==> src/hdl/mmrb_defs.svh <==
// offsets, field positions and reset values of the misc register bank
`ifndef MMRB_DEFS_SVH
`define MMRB_DEFS_SVH

// ****************************************
// local bus offsets
// ****************************************
`define MMRB_OFF_CAUSE_CLR 12'h80a
`define MMRB_OFF_MEM_IDENT 12'h80b
`define MMRB_OFF_HB_CLEAR 12'h80c
`define MMRB_OFF_BOARD_CTL 12'h80d
`define MMRB_OFF_CAUSE_RD 12'h80e
`define MMRB_OFF_BCACHE 12'h80f
`define MMRB_OFF_CAUSE_SET 12'h82e

// ****************************************
// reset-cause fields
// ****************************************
`define MMRB_CAUSE_WDT 0
`define MMRB_CAUSE_PANEL 1
`define MMRB_CAUSE_VME 2
`define MMRB_CAUSE_PWRUP 3
`define MMRB_CAUSE_DIAG 4
`define MMRB_CAUSE_CLR_MASK 5'h0f
`define MMRB_CAUSE_SET_ALL 5'h1f
`define MMRB_CAUSE_PWRUP_VAL 5'h08

// ****************************************
// reset values
// ****************************************
`define MMRB_CTL_RESET 8'h00
`define MMRB_RDATA_UNMAPPED 8'h00

`endif

==> src/hdl/mmrb_pkg.sv <==
// types shared by the misc register bank
package mmrb_pkg;

  // one local bus request, sampled on mclk
  typedef struct packed {
    logic rd;
    logic wr;
    logic [11:0] addr;
    logic [7:0] wdata;
  } mmrb_nb_req_t;

  // board control register layout
  typedef struct packed {
    logic tmr0_inv;
    logic rsv6;
    logic wdt_en;
    logic rsv4;
    logic flash_sw;
    logic flash_we;
    logic [1:0] flash_win;
  } mmrb_ctl_t;

  // pin inputs that pass the synchroniser
  typedef struct packed {
    logic [7:0] mem_id;
    logic [2:0] bcache;
    logic flash_sw;
    logic hb_clk;
    logic wdt_expire;
    logic panel_reset;
    logic vme_reset;
    logic tmr0_gate;
  } mmrb_pins_t;

endpackage : mmrb_pkg

==> src/hdl/mmrb_bank.sv <==
// misc board register bank: ident, heartbeat, control, cache straps, reset cause
`timescale 1ns/1ps
`include "mmrb_defs.svh"

//Contract
//- memory ident register reads back the installed memory module strap bits
//- odd ident bits report refresh mode: 0 normal, 1 self refresh
//- each rising heartbeat clock edge sets a sticky heartbeat status bit
//- any write to the heartbeat register clears status and its request, unless a new heartbeat edge lands in the same cycle
//- control register is read/write and every system reset clears it
//- control bits 1:0 pick one of four 1 MB flash windows
//- control bit 2 drives flash write enable to all four flash parts
//- bit 3 mirrors flash switch; switch off blocks flash write enable
//- bit 5 lets watchdog expiry reset the board unless diagnostics run
//- control bit 7 inverts the counter zero gate polarity
//- cache config register reports the 3-bit size and speed straps
//- reset cause bits: watchdog, front panel, vme, power-up
//- one cause register is seen at a primary and two alias offsets
//- primary offset clears cause bits on write; first alias is read-only
//- any write to the second alias sets bits 4:0, test only
//- watchdog cause bit sets at timeout, on the same clock as the reset request it causes
//- diagnostics bit set blocks every board reset, watchdog included
//- system reset clears all logic except the reset cause register and its power-on synchroniser
//- system reset drops watchdog enable, making watchdog reset one-shot
module mmrb_bank #(
  parameter int SYNC_STAGES = 2
) (
  input wire logic mclk,
  input wire logic resetn,
  input wire logic pwr_on_n,
  input wire mmrb_pkg::mmrb_nb_req_t nb_req,
  output logic [7:0] nb_rdata,
  output logic nb_rvalid,
  input wire logic [7:0] mem_id_pins,
  input wire logic [2:0] bcache_pins,
  input wire logic flash_sw_pin,
  input wire logic hb_clk_pin,
  input wire logic wdt_expire_pin,
  input wire logic panel_reset_pin,
  input wire logic vme_reset_pin,
  input wire logic counter_zero_gate_pin,
  output logic [1:0] flash_win,
  output logic flash_we,
  output logic counter_zero_gate,
  output logic hb_irq,
  output logic board_reset_req
);

  // ****************************************
  // address decode
  // ****************************************
  // full 12-bit compare, so no partial-decode aliases
  function automatic logic hit(input mmrb_pkg::mmrb_nb_req_t req, input logic [11:0] off);
    hit = (req.addr == off);
  endfunction : hit

  logic wr_hb_clear;
  logic wr_board_ctl;
  logic wr_cause_clr;
  logic wr_cause_set;
  logic rd_cause;
  logic rd_mem_ident;
  logic rd_board_ctl;
  logic rd_bcache;

  assign wr_hb_clear = nb_req.wr && hit(nb_req, `MMRB_OFF_HB_CLEAR);
  assign wr_board_ctl = nb_req.wr && hit(nb_req, `MMRB_OFF_BOARD_CTL);
  assign wr_cause_clr = nb_req.wr && hit(nb_req, `MMRB_OFF_CAUSE_CLR);
  assign wr_cause_set = nb_req.wr && hit(nb_req, `MMRB_OFF_CAUSE_SET);

  // the three cause offsets all read one record
  assign rd_cause = hit(nb_req, `MMRB_OFF_CAUSE_CLR) || hit(nb_req, `MMRB_OFF_CAUSE_RD)
      || hit(nb_req, `MMRB_OFF_CAUSE_SET);
  assign rd_mem_ident = hit(nb_req, `MMRB_OFF_MEM_IDENT);
  assign rd_board_ctl = hit(nb_req, `MMRB_OFF_BOARD_CTL);
  assign rd_bcache = hit(nb_req, `MMRB_OFF_BCACHE);

  // ****************************************
  // pin synchronisers
  // ****************************************
  localparam int PIN_W = $bits(mmrb_pkg::mmrb_pins_t);

  mmrb_pkg::mmrb_pins_t pins_raw;
  mmrb_pkg::mmrb_pins_t pins_s;
  logic [PIN_W-1:0] sync_ff [SYNC_STAGES];

  assign pins_raw.mem_id = mem_id_pins;
  assign pins_raw.bcache = bcache_pins;
  assign pins_raw.flash_sw = flash_sw_pin;
  assign pins_raw.hb_clk = hb_clk_pin;
  assign pins_raw.wdt_expire = wdt_expire_pin;
  assign pins_raw.panel_reset = panel_reset_pin;
  assign pins_raw.vme_reset = vme_reset_pin;
  assign pins_raw.tmr0_gate = counter_zero_gate_pin;

  // each stage of the chain reads only the stage before it
  genvar gi;
  generate
    for (gi = 0; gi < SYNC_STAGES; gi++) begin : g_sync
      if (gi == 0) begin : g_first
        always_ff @(posedge mclk) begin
          if (!resetn) begin
            sync_ff[gi] <= '0;
          end else begin
            sync_ff[gi] <= pins_raw;
          end
        end
      end else begin : g_next
        always_ff @(posedge mclk) begin
          if (!resetn) begin
            sync_ff[gi] <= '0;
          end else begin
            sync_ff[gi] <= sync_ff[gi-1];
          end
        end
      end
    end
  endgenerate

  // pins read zero during reset and arrive two clocks after release
  assign pins_s = sync_ff[SYNC_STAGES-1];

  // power-on level kept apart: it must not be masked by the system reset
  logic pwr_on_meta_ff;
  logic pwr_on_n_ff;

  always_ff @(posedge mclk) begin
    pwr_on_meta_ff <= pwr_on_n;
    pwr_on_n_ff <= pwr_on_meta_ff;
  end

  // ****************************************
  // edge detection on synchronised pins
  // ****************************************
  logic hb_clk_d_ff;
  logic wdt_d_ff;
  logic panel_d_ff;
  logic vme_d_ff;
  logic hb_rise;
  logic wdt_rise;
  logic panel_rise;
  logic vme_rise;

  // reset values match the idle-low pins, so no false edge after reset
  always_ff @(posedge mclk) begin
    if (!resetn) begin
      hb_clk_d_ff <= 1'b0;
      wdt_d_ff <= 1'b0;
      panel_d_ff <= 1'b0;
      vme_d_ff <= 1'b0;
    end else begin
      hb_clk_d_ff <= pins_s.hb_clk;
      wdt_d_ff <= pins_s.wdt_expire;
      panel_d_ff <= pins_s.panel_reset;
      vme_d_ff <= pins_s.vme_reset;
    end
  end

  assign hb_rise = pins_s.hb_clk && !hb_clk_d_ff;
  assign wdt_rise = pins_s.wdt_expire && !wdt_d_ff;
  assign panel_rise = pins_s.panel_reset && !panel_d_ff;
  assign vme_rise = pins_s.vme_reset && !vme_d_ff;

  // ****************************************
  // heartbeat status
  // ****************************************
  logic hb_ff;

  always_ff @(posedge mclk) begin
    if (!resetn) begin
      hb_ff <= 1'b0;
    end else if (hb_rise) begin
      // a new edge wins over a clearing write in the same cycle
      hb_ff <= 1'b1;
    end else if (wr_hb_clear) begin
      hb_ff <= 1'b0;
    end
  end

  // request stays up until software writes the clear offset
  assign hb_irq = hb_ff;

  // ****************************************
  // board control register
  // ****************************************
  mmrb_pkg::mmrb_ctl_t ctl_ff;
  mmrb_pkg::mmrb_ctl_t wr_ctl;

  assign wr_ctl = mmrb_pkg::mmrb_ctl_t'(nb_req.wdata);

  always_ff @(posedge mclk) begin
    if (!resetn) begin
      // dropping wdt_en here makes a watchdog reset one-shot
      ctl_ff <= mmrb_pkg::mmrb_ctl_t'(`MMRB_CTL_RESET);
    end else if (wr_board_ctl) begin
      // switch and undefined bits are not stored
      ctl_ff.flash_win <= wr_ctl.flash_win;
      ctl_ff.flash_we <= wr_ctl.flash_we;
      ctl_ff.wdt_en <= wr_ctl.wdt_en;
      ctl_ff.tmr0_inv <= wr_ctl.tmr0_inv;
    end
  end

  // read view: switch mirrored live, undefined bits forced low
  mmrb_pkg::mmrb_ctl_t ctl_view;

  always_comb begin
    ctl_view = ctl_ff;
    ctl_view.flash_sw = pins_s.flash_sw;
    ctl_view.rsv4 = 1'b0;
    ctl_view.rsv6 = 1'b0;
  end

  // ****************************************
  // flash and timer gate outputs
  // ****************************************
  logic [1:0] flash_win_ff;
  logic flash_we_ff;
  logic gate_ff;

  always_ff @(posedge mclk) begin
    if (!resetn) begin
      flash_win_ff <= 2'h0;
      flash_we_ff <= 1'b0;
    end else begin
      flash_win_ff <= ctl_ff.flash_win;
      // gated after the register: a set enable bit cannot outlast the switch
      flash_we_ff <= ctl_ff.flash_we && pins_s.flash_sw;
    end
  end

  always_ff @(posedge mclk) begin
    if (!resetn) begin
      gate_ff <= 1'b0;
    end else begin
      gate_ff <= pins_s.tmr0_gate ^ ctl_ff.tmr0_inv;
    end
  end

  assign flash_win = flash_win_ff;
  assign flash_we = flash_we_ff;
  assign counter_zero_gate = gate_ff;

  // ****************************************
  // reset cause record
  // ****************************************
  logic [4:0] cause_ff;
  logic [4:0] nxt_cause;
  logic diag;
  logic wdt_fire;

  // unknown until the first power-on pulse: hold pwr_on_n low three clocks
  assign diag = cause_ff[`MMRB_CAUSE_DIAG];
  // the watchdog cause is recorded even while diagnostics block the reset
  assign wdt_fire = wdt_rise && ctl_ff.wdt_en;

  always_comb begin
    nxt_cause = cause_ff;
    if (wr_cause_clr) begin
      nxt_cause = cause_ff & ~(nb_req.wdata[4:0] & `MMRB_CAUSE_CLR_MASK);
    end
    if (wr_cause_set) begin
      nxt_cause = `MMRB_CAUSE_SET_ALL;
    end
    // hardware events win over a clearing write
    if (wdt_fire) begin
      nxt_cause[`MMRB_CAUSE_WDT] = 1'b1;
    end
    if (panel_rise) begin
      nxt_cause[`MMRB_CAUSE_PANEL] = 1'b1;
    end
    if (vme_rise) begin
      nxt_cause[`MMRB_CAUSE_VME] = 1'b1;
    end
    if (!pwr_on_n_ff) begin
      nxt_cause = `MMRB_CAUSE_PWRUP_VAL;
    end
  end

  // no system reset here: the record outlives it
  always_ff @(posedge mclk) begin
    cause_ff <= nxt_cause;
  end

  // ****************************************
  // board reset request
  // ****************************************
  logic reset_src;
  logic board_rst_ff;

  // level sources hold the request while high; the watchdog gives one pulse
  assign reset_src = wdt_fire || pins_s.panel_reset || pins_s.vme_reset;

  always_ff @(posedge mclk) begin
    if (!resetn) begin
      board_rst_ff <= 1'b0;
    end else begin
      board_rst_ff <= !diag && reset_src;
    end
  end

  assign board_reset_req = board_rst_ff;

  // ****************************************
  // read path
  // ****************************************
  logic [7:0] nxt_rdata;
  logic [7:0] rdata_ff;
  logic rvalid_ff;

  always_comb begin
    nxt_rdata = `MMRB_RDATA_UNMAPPED;
    if (rd_cause) begin
      nxt_rdata = {3'h0, cause_ff};
    end else if (rd_mem_ident) begin
      nxt_rdata = pins_s.mem_id;
    end else if (rd_board_ctl) begin
      nxt_rdata = ctl_view;
    end else if (rd_bcache) begin
      nxt_rdata = {5'h00, pins_s.bcache};
    end
  end

  always_ff @(posedge mclk) begin
    if (!resetn) begin
      rdata_ff <= 8'h00;
      rvalid_ff <= 1'b0;
    end else begin
      rvalid_ff <= nb_req.rd;
      if (nb_req.rd) begin
        rdata_ff <= nxt_rdata;
      end
    end
  end

  // read data holds until the next read
  assign nb_rdata = rdata_ff;
  assign nb_rvalid = rvalid_ff;

endmodule : mmrb_bank

==> config.mk <==
export PLATFORM = sky130hd
export DESIGN_NAME = mmrb_bank
export DESIGN_NICKNAME = d
export VERILOG_FILES = /design/src/hdl/mmrb_pkg.sv /design/src/hdl/mmrb_bank.sv
export VERILOG_INCLUDE_DIRS = /design/src /design/src/hdl
export SDC_FILE = /design/constraint.sdc
export NUM_CORES = 1
export LEC_CHECK = 0
export ABC_AREA = 1
export BUFFER_PORTS_ARGS = -buffer_cell sky130_fd_sc_hd__buf_2
export CAP_MARGIN = 20
export CORE_UTILIZATION = 40
export CTS_CLUSTER_SIZE = 12
export DETAILED_ROUTE_END_ITERATION = 16
export SYNTH_ARGS = -nofsm -noshare
export SYNTH_HDL_FRONTEND = slang
export SYNTH_SLANG_ARGS = --single-unit
export TNS_END_PERCENT = 30
==> constraint.sdc <==
create_clock -name mclk -period 1.43 [get_ports mclk]
set_input_delay 0.286 -clock mclk [delete_from_list [all_inputs] [get_ports mclk]]
set_output_delay 0.286 -clock mclk [all_outputs]
set_load 0.01 [all_outputs]
=== Yosys cells after proc, flatten, opt, wreduce, memory -nomap -nowiden ===
Memory sizes are Yosys's and may differ from the RTL's.
Cells that the tools add are included.

* Eq/ne operators: 7
* Mux-type cells: 15
* Bitwise operators: 6
* Reductions and logical operators: 26

{| class="wikitable"
|+ Operators with widths
! kind !! count
|-
| $eq A12 B12 Y1 const B || 7
|-
| $mux W17 || 2
|-
| $mux W8 || 3
|-
| $logic_and A1 B1 Y1 || 11
|-
| $mux W5 || 2
|-
| $reduce_bool A3 Y1 || 3
|-
| $mux W1 || 7
|-
| $and A5 B5 Y5 || 1
|-
| $logic_not A1 Y1 || 5
|-
| $not A4 Y5 || 1
|-
| $logic_or A1 B1 Y1 || 4
|-
| $reduce_bool A2 Y1 || 2
|-
| $mux W3 || 1
|-
| $or A1 B1 Y1 || 2
|-
| $reduce_or A2 Y1 || 1
|-
| $not A1 Y1 || 1
|-
| $xor A1 B1 Y1 || 1
|}

* Register bits: 31
* Bits in writable memories: 34
* Word-level logic and storage cells: 77
* Memories kept: 1

{| class="wikitable"
|+ Memories
! memory !! words !! width !! read ports !! clocked after memory_dff !! write ports !! line !! source
|-
| sync_ff || 2 || 17 || 2 || 0 || 2 || mmrb_bank.sv:85 || <nowiki>logic [PIN_W-1:0] sync_ff [SYNC_STAGES];</nowiki>
|}

=== Longest topological paths before layout ===
* Depth in word-level cells: 6
* Depth in mapped cells: 10
* Gate-level depth less buffers: 10

=== Least setup slack after synthesis ===
OpenSTA, ideal clock, no wires.

* Path kind: input -> register
* Start point: input port nb_req[17] in the netlist's numbering
* End point: register cause_ff[0]
* Arrival: 1.086 ns
* Data required time: 1.314 ns
* Setup slack: 0.228 ns
* Stages on the path: 9
* Cells stage by stage: inv_1 > nand2_1 > nor2_4 > buf_6 > nand4_4 > nand2_1 > nand2_1 > nand2_1 > a21oi_1

* Word-level cells in the longest chain between the ends: 4

{| class="wikitable"
|+ Ends and longest elaborated chain
! element !! line !! source
|-
| from (decl) || mmrb_bank.sv:31 || <nowiki>input wire mmrb_pkg::mmrb_nb_req_t nb_req,</nowiki>
|-
| $eq A12 B12 Y1 || mmrb_bank.sv:54 || <nowiki>hit = (req.addr == off);</nowiki>
|-
| $logic_and A1 B1 Y1 || mmrb_bank.sv:69 || <nowiki>assign wr_cause_set = nb_req.wr && hit(nb_req, `MMRB_OFF_CAUSE_SET);</nowiki>
|-
| $mux W5 || mmrb_bank.sv:262 || <nowiki>if (wr_cause_set) begin</nowiki>
|-
| $mux W1 || mmrb_bank.sv:266 || <nowiki>if (wdt_fire) begin</nowiki>
|-
| to (signal assigned) || mmrb_bank.sv:282 || <nowiki>cause_ff <= nxt_cause;</nowiki>
|-
| to (decl) || mmrb_bank.sv:247 || <nowiki>logic [4:0] cause_ff;</nowiki>
|}

Parallel ways exist; a longest one is shown, timed or not.
A chain may end at the register's enable or synchronous reset.

=== Final worst setup path ===
* Start point: input port nb_req[17] in the netlist's numbering
* End point: register cause_ff[2]

* Word-level cells in the longest chain between the ends: 4

{| class="wikitable"
|+ Ends and longest elaborated chain
! element !! line !! source
|-
| $eq A12 B12 Y1 || mmrb_bank.sv:54 ||
|-
| $logic_and A1 B1 Y1 || mmrb_bank.sv:69 ||
|-
| $mux W5 || mmrb_bank.sv:262 ||
|-
| $mux W1 || mmrb_bank.sv:272 || <nowiki>if (vme_rise) begin</nowiki>
|}

Parallel ways exist; a longest one is shown, timed or not.

==> out/qor.yml <==
port_buffers: 54
path_clk_slew_ns: 0.07
gr-total-overflow: 0
path_max_fanout: 9
timing.rr.end: "board_reset_req"
htree_levels: 3
worst_ep_arrival_time_ns: 1.41
cts_hold_buf: 0
drt_iter0_markers: 93
synth.area.top_cells: "dfxtp_1 52%, nand2_1 14%, inv_1 11%"
grt_use_total_pct: 16.3
fillers: 610
peakVddDrop_mv: 0.813
dp_worst_setup_slack_ns: -0.109
routabilityCongestion: 0.834
p_leak_nw: 1.71
worst_slew_pin_slew_ns: 0.294
cap_violations: 0
die_height_um: 81.3
clock_power_share_pct: 45.4
grt_pass1_vias: 1786
wire_per_inst_um: 10.1
power_mw: 3.87
num_antenna_cells: 0
cts_tree: "yes"
postCtsSetupRepairBufs: 0
power.share.sequential_pct: 48.8
clock_latency_ns: 0.34
dieWidth_um: 81.3
fin_nets: 437
timing.rr.start: "ctl_ff[5]"
path_cells: "buf_2 > inv_1 > nand2_1 > nor2_4 > buf_4 > nand4_4 > nand2_1 > nand2_1 > nand2_1 > a21oi_1"
switching_share_pct: 21.5
synth_area_per_cell_um2: 7.61
final_cell_mix: "94 x nand2_1, 74 x inv_1, 65 x dfxtp_1, 54 x buf_2, 21 x nor2_1"
ctsResizeCount: 0
start_kind: "primary input"
utilization_pct: 52.1
grt_pass1_wl_um: 7810
setup_slack_ns: 0.246
cp_common_cell: "nand2_1"
synth_seq_cells: 65
drt_first_pass_iters: 4
status: "complete, no violations"
drt-vias-per-instance: 4.34
dp_hpwl_um: 3590
syn_inst: 331
dp_cells: 459
hold_viol_final: 0
synth_top_cell_by_area: "dfxtp_1"
combPwrFrac_pct: 5.8
fin_crit_sh_pct: 82.8
slew_viol_final: 0
p_per_area_nw_per_um2: 1240
pin_count: 57
rr_worst_depth: 4
worst_hold_path_type: "primary input to flip-flop"
critPathKind: "primary input to flip-flop"
max_freq_mhz: 844
min_to: "pwr_on_meta_ff"
p_int_mw: 3.04
grt_max_degree: 21
synth-seq-area-share_pct: 51.7
finalSetupViolCount: 0
clock_path_buffers: 2
multi_input_comb_area_um2: 887
start_util_pct: 42.0
end_kind: "flip-flop"
grt_antenna_before_repair: 0
syn-cell-area_um2: 2520
finClkSkew_ns: 0.00830
synth_top_area_share_pct: 51.7
min_period_ns: 1.18
syn_nets: 373
ant_nets: 0
cts_inserted_buffers: 9
rsz0062_at_grt: "no"
hold_start: "pwr_on_n"
coreArea_um2: 5990
die_area_um2: 6610
whs_path_depth: 1
final_common_cell: "nand2_1"
rows: 28
num_vias: 2061
p_sw_uw: 832
seqCellArea_um2: 1300
clockRootBuffer: "clkbuf_8"
drive_above_1_share_pct: 23.8
relSlewSlack_pct: 80.4
critPathSlowestCell: "nor2_4"
instances_no_fill: 475
fin_hold_ws_ns: 0.0495
ys_types: 27
ys.warnings.count: 0
cp.required_ns: 1.66
drcViolationCount: 0
r2r_setup_slack_ns: 0.57
max_stage_delay_ns: 0.28
cp_top_family: "simple AND/OR/NAND/NOR gates"
wirelength_um: 4800
syn_to_final_growth_pct: 24.1
crit_buf_inv: 3
clock_sinks: 65
==> power by group through the flow <==
stage | clock network [mW] | logic, mW | registers (mW)
global placement | 0 | 0.223 | 1.93
CTS | 1.80 | 0.228 | 1.89
floorplan | 0 | 0.119 | 1.93
detailed placement | 0 | 0.227 | 1.93
finish | 1.76 | 0.224 | 1.89
global route | 1.90 | 0.257 | 1.90
==> kinds of logic (layout without fill, tap and decap cells) <==
group | count (synthesis) | count (layout) | share of synthesized area (%)
AOI/OAI and AO/OA | 28 | 28 | 6.61
xor gates and xnor gates | 1 | 1 | 0.348
buffers and inverters | 84 | 153 | 13.1
DFF | 65 | 65 | 51.7
and+or+nand+nor | 153 | 153 | 28.3
==> worst max-delay path by stage <==
stage                    start          end  slack (ns)  depth (start not counted)
floorplan           nb_req[17]  cause_ff[0]        0.23                          9
global placement    nb_req[17]  cause_ff[2]       -0.08                         10
detailed placement  nb_req[17]  cause_ff[1]       -0.11                         10
CTS                 nb_req[17]  cause_ff[1]        0.26                         10
global route        nb_req[17]  cause_ff[0]        0.10                         10
finish              nb_req[17]  cause_ff[2]        0.25                         10
==> final cells by class <==
class,count,area share [%]
Clock buffer,12,4.97
Timing Repair Buffer,61,10.3
Multi-Input combinational cell,182,28.4
Clock inverter,4,2.40
Sequential cell,65,41.7
Tap cell,75,3.00
Inverter,76,9.21
==> worst reg2reg max path: cells and delay by family (launching register included) <==
kind | cells | cell delay (ns)
DFF | 1 | 0.39
AOI/OAI and AO/OA | 2 | 0.25
and+or+nand+nor | 2 | 0.17
==> per-layer routing <==
metal  track usage [%]  part of all wire (%)  wire (um)  up-vias
met1              19.5                    47       2280      879
li1                  -                     -          -     1115
met4              9.29                   2.9        138        0
met2              24.3                    43       2060       57
met5                 0                     0          0        -
met3              6.97                   6.6        317       10
==> sequential cells by signal, indices dropped and copies added (netlist names) <==
| signal | count |
|---|---|
| sync_ff | 34 |
| nb_rdata | 8 |
| cause_ff | 5 |
| ctl_ff | 5 |
| flash_win | 2 |
| board_reset_req | 1 |
| counter_zero_gate | 1 |
| flash_we | 1 |
| hb_clk_d_ff | 1 |
| hb_irq | 1 |
| nb_rvalid | 1 |
| panel_d_ff | 1 |
| pwr_on_meta_ff | 1 |
| pwr_on_n_ff | 1 |
| vme_d_ff | 1 |
| wdt_d_ff | 1 |
==> synth_stat cells <==
library cell	number
nor2_8	1
nand2_2	2
inv_2	1
inv_4	1
nand3_1	17
dfxtp_1	65
buf_2	3
a211oi_2	3
o21ai_0	11
nor2_2	3
o31ai_1	1
o21ai_1	1
a21oi_1	11
nor2_1	21
nand2_1	94
inv_1	74
xnor2_1	1
clkbuf_1	4
nor3_1	4
nand2_4	1
nand4_1	3
nor2_4	4
nand4_4	1
buf_6	1
nand3_2	1
nand3_4	1
o22ai_1	1
==> metrics by stage <==
| step | area [um^2] | TNS [ns] |
|---|---|---|
| 2_1_floorplan | 2520 | 0 |
| 3_3_place_gp | 2890 | -0.400 |
| 3_5_place_dp | 2890 | -0.633 |
| 4_1_cts | 3120 | 0 |
| 5_1_grt | 3120 | 0 |
| 6_report | 3120 | 0 |
No activity file was read; power rests on OpenSTA's default activity.
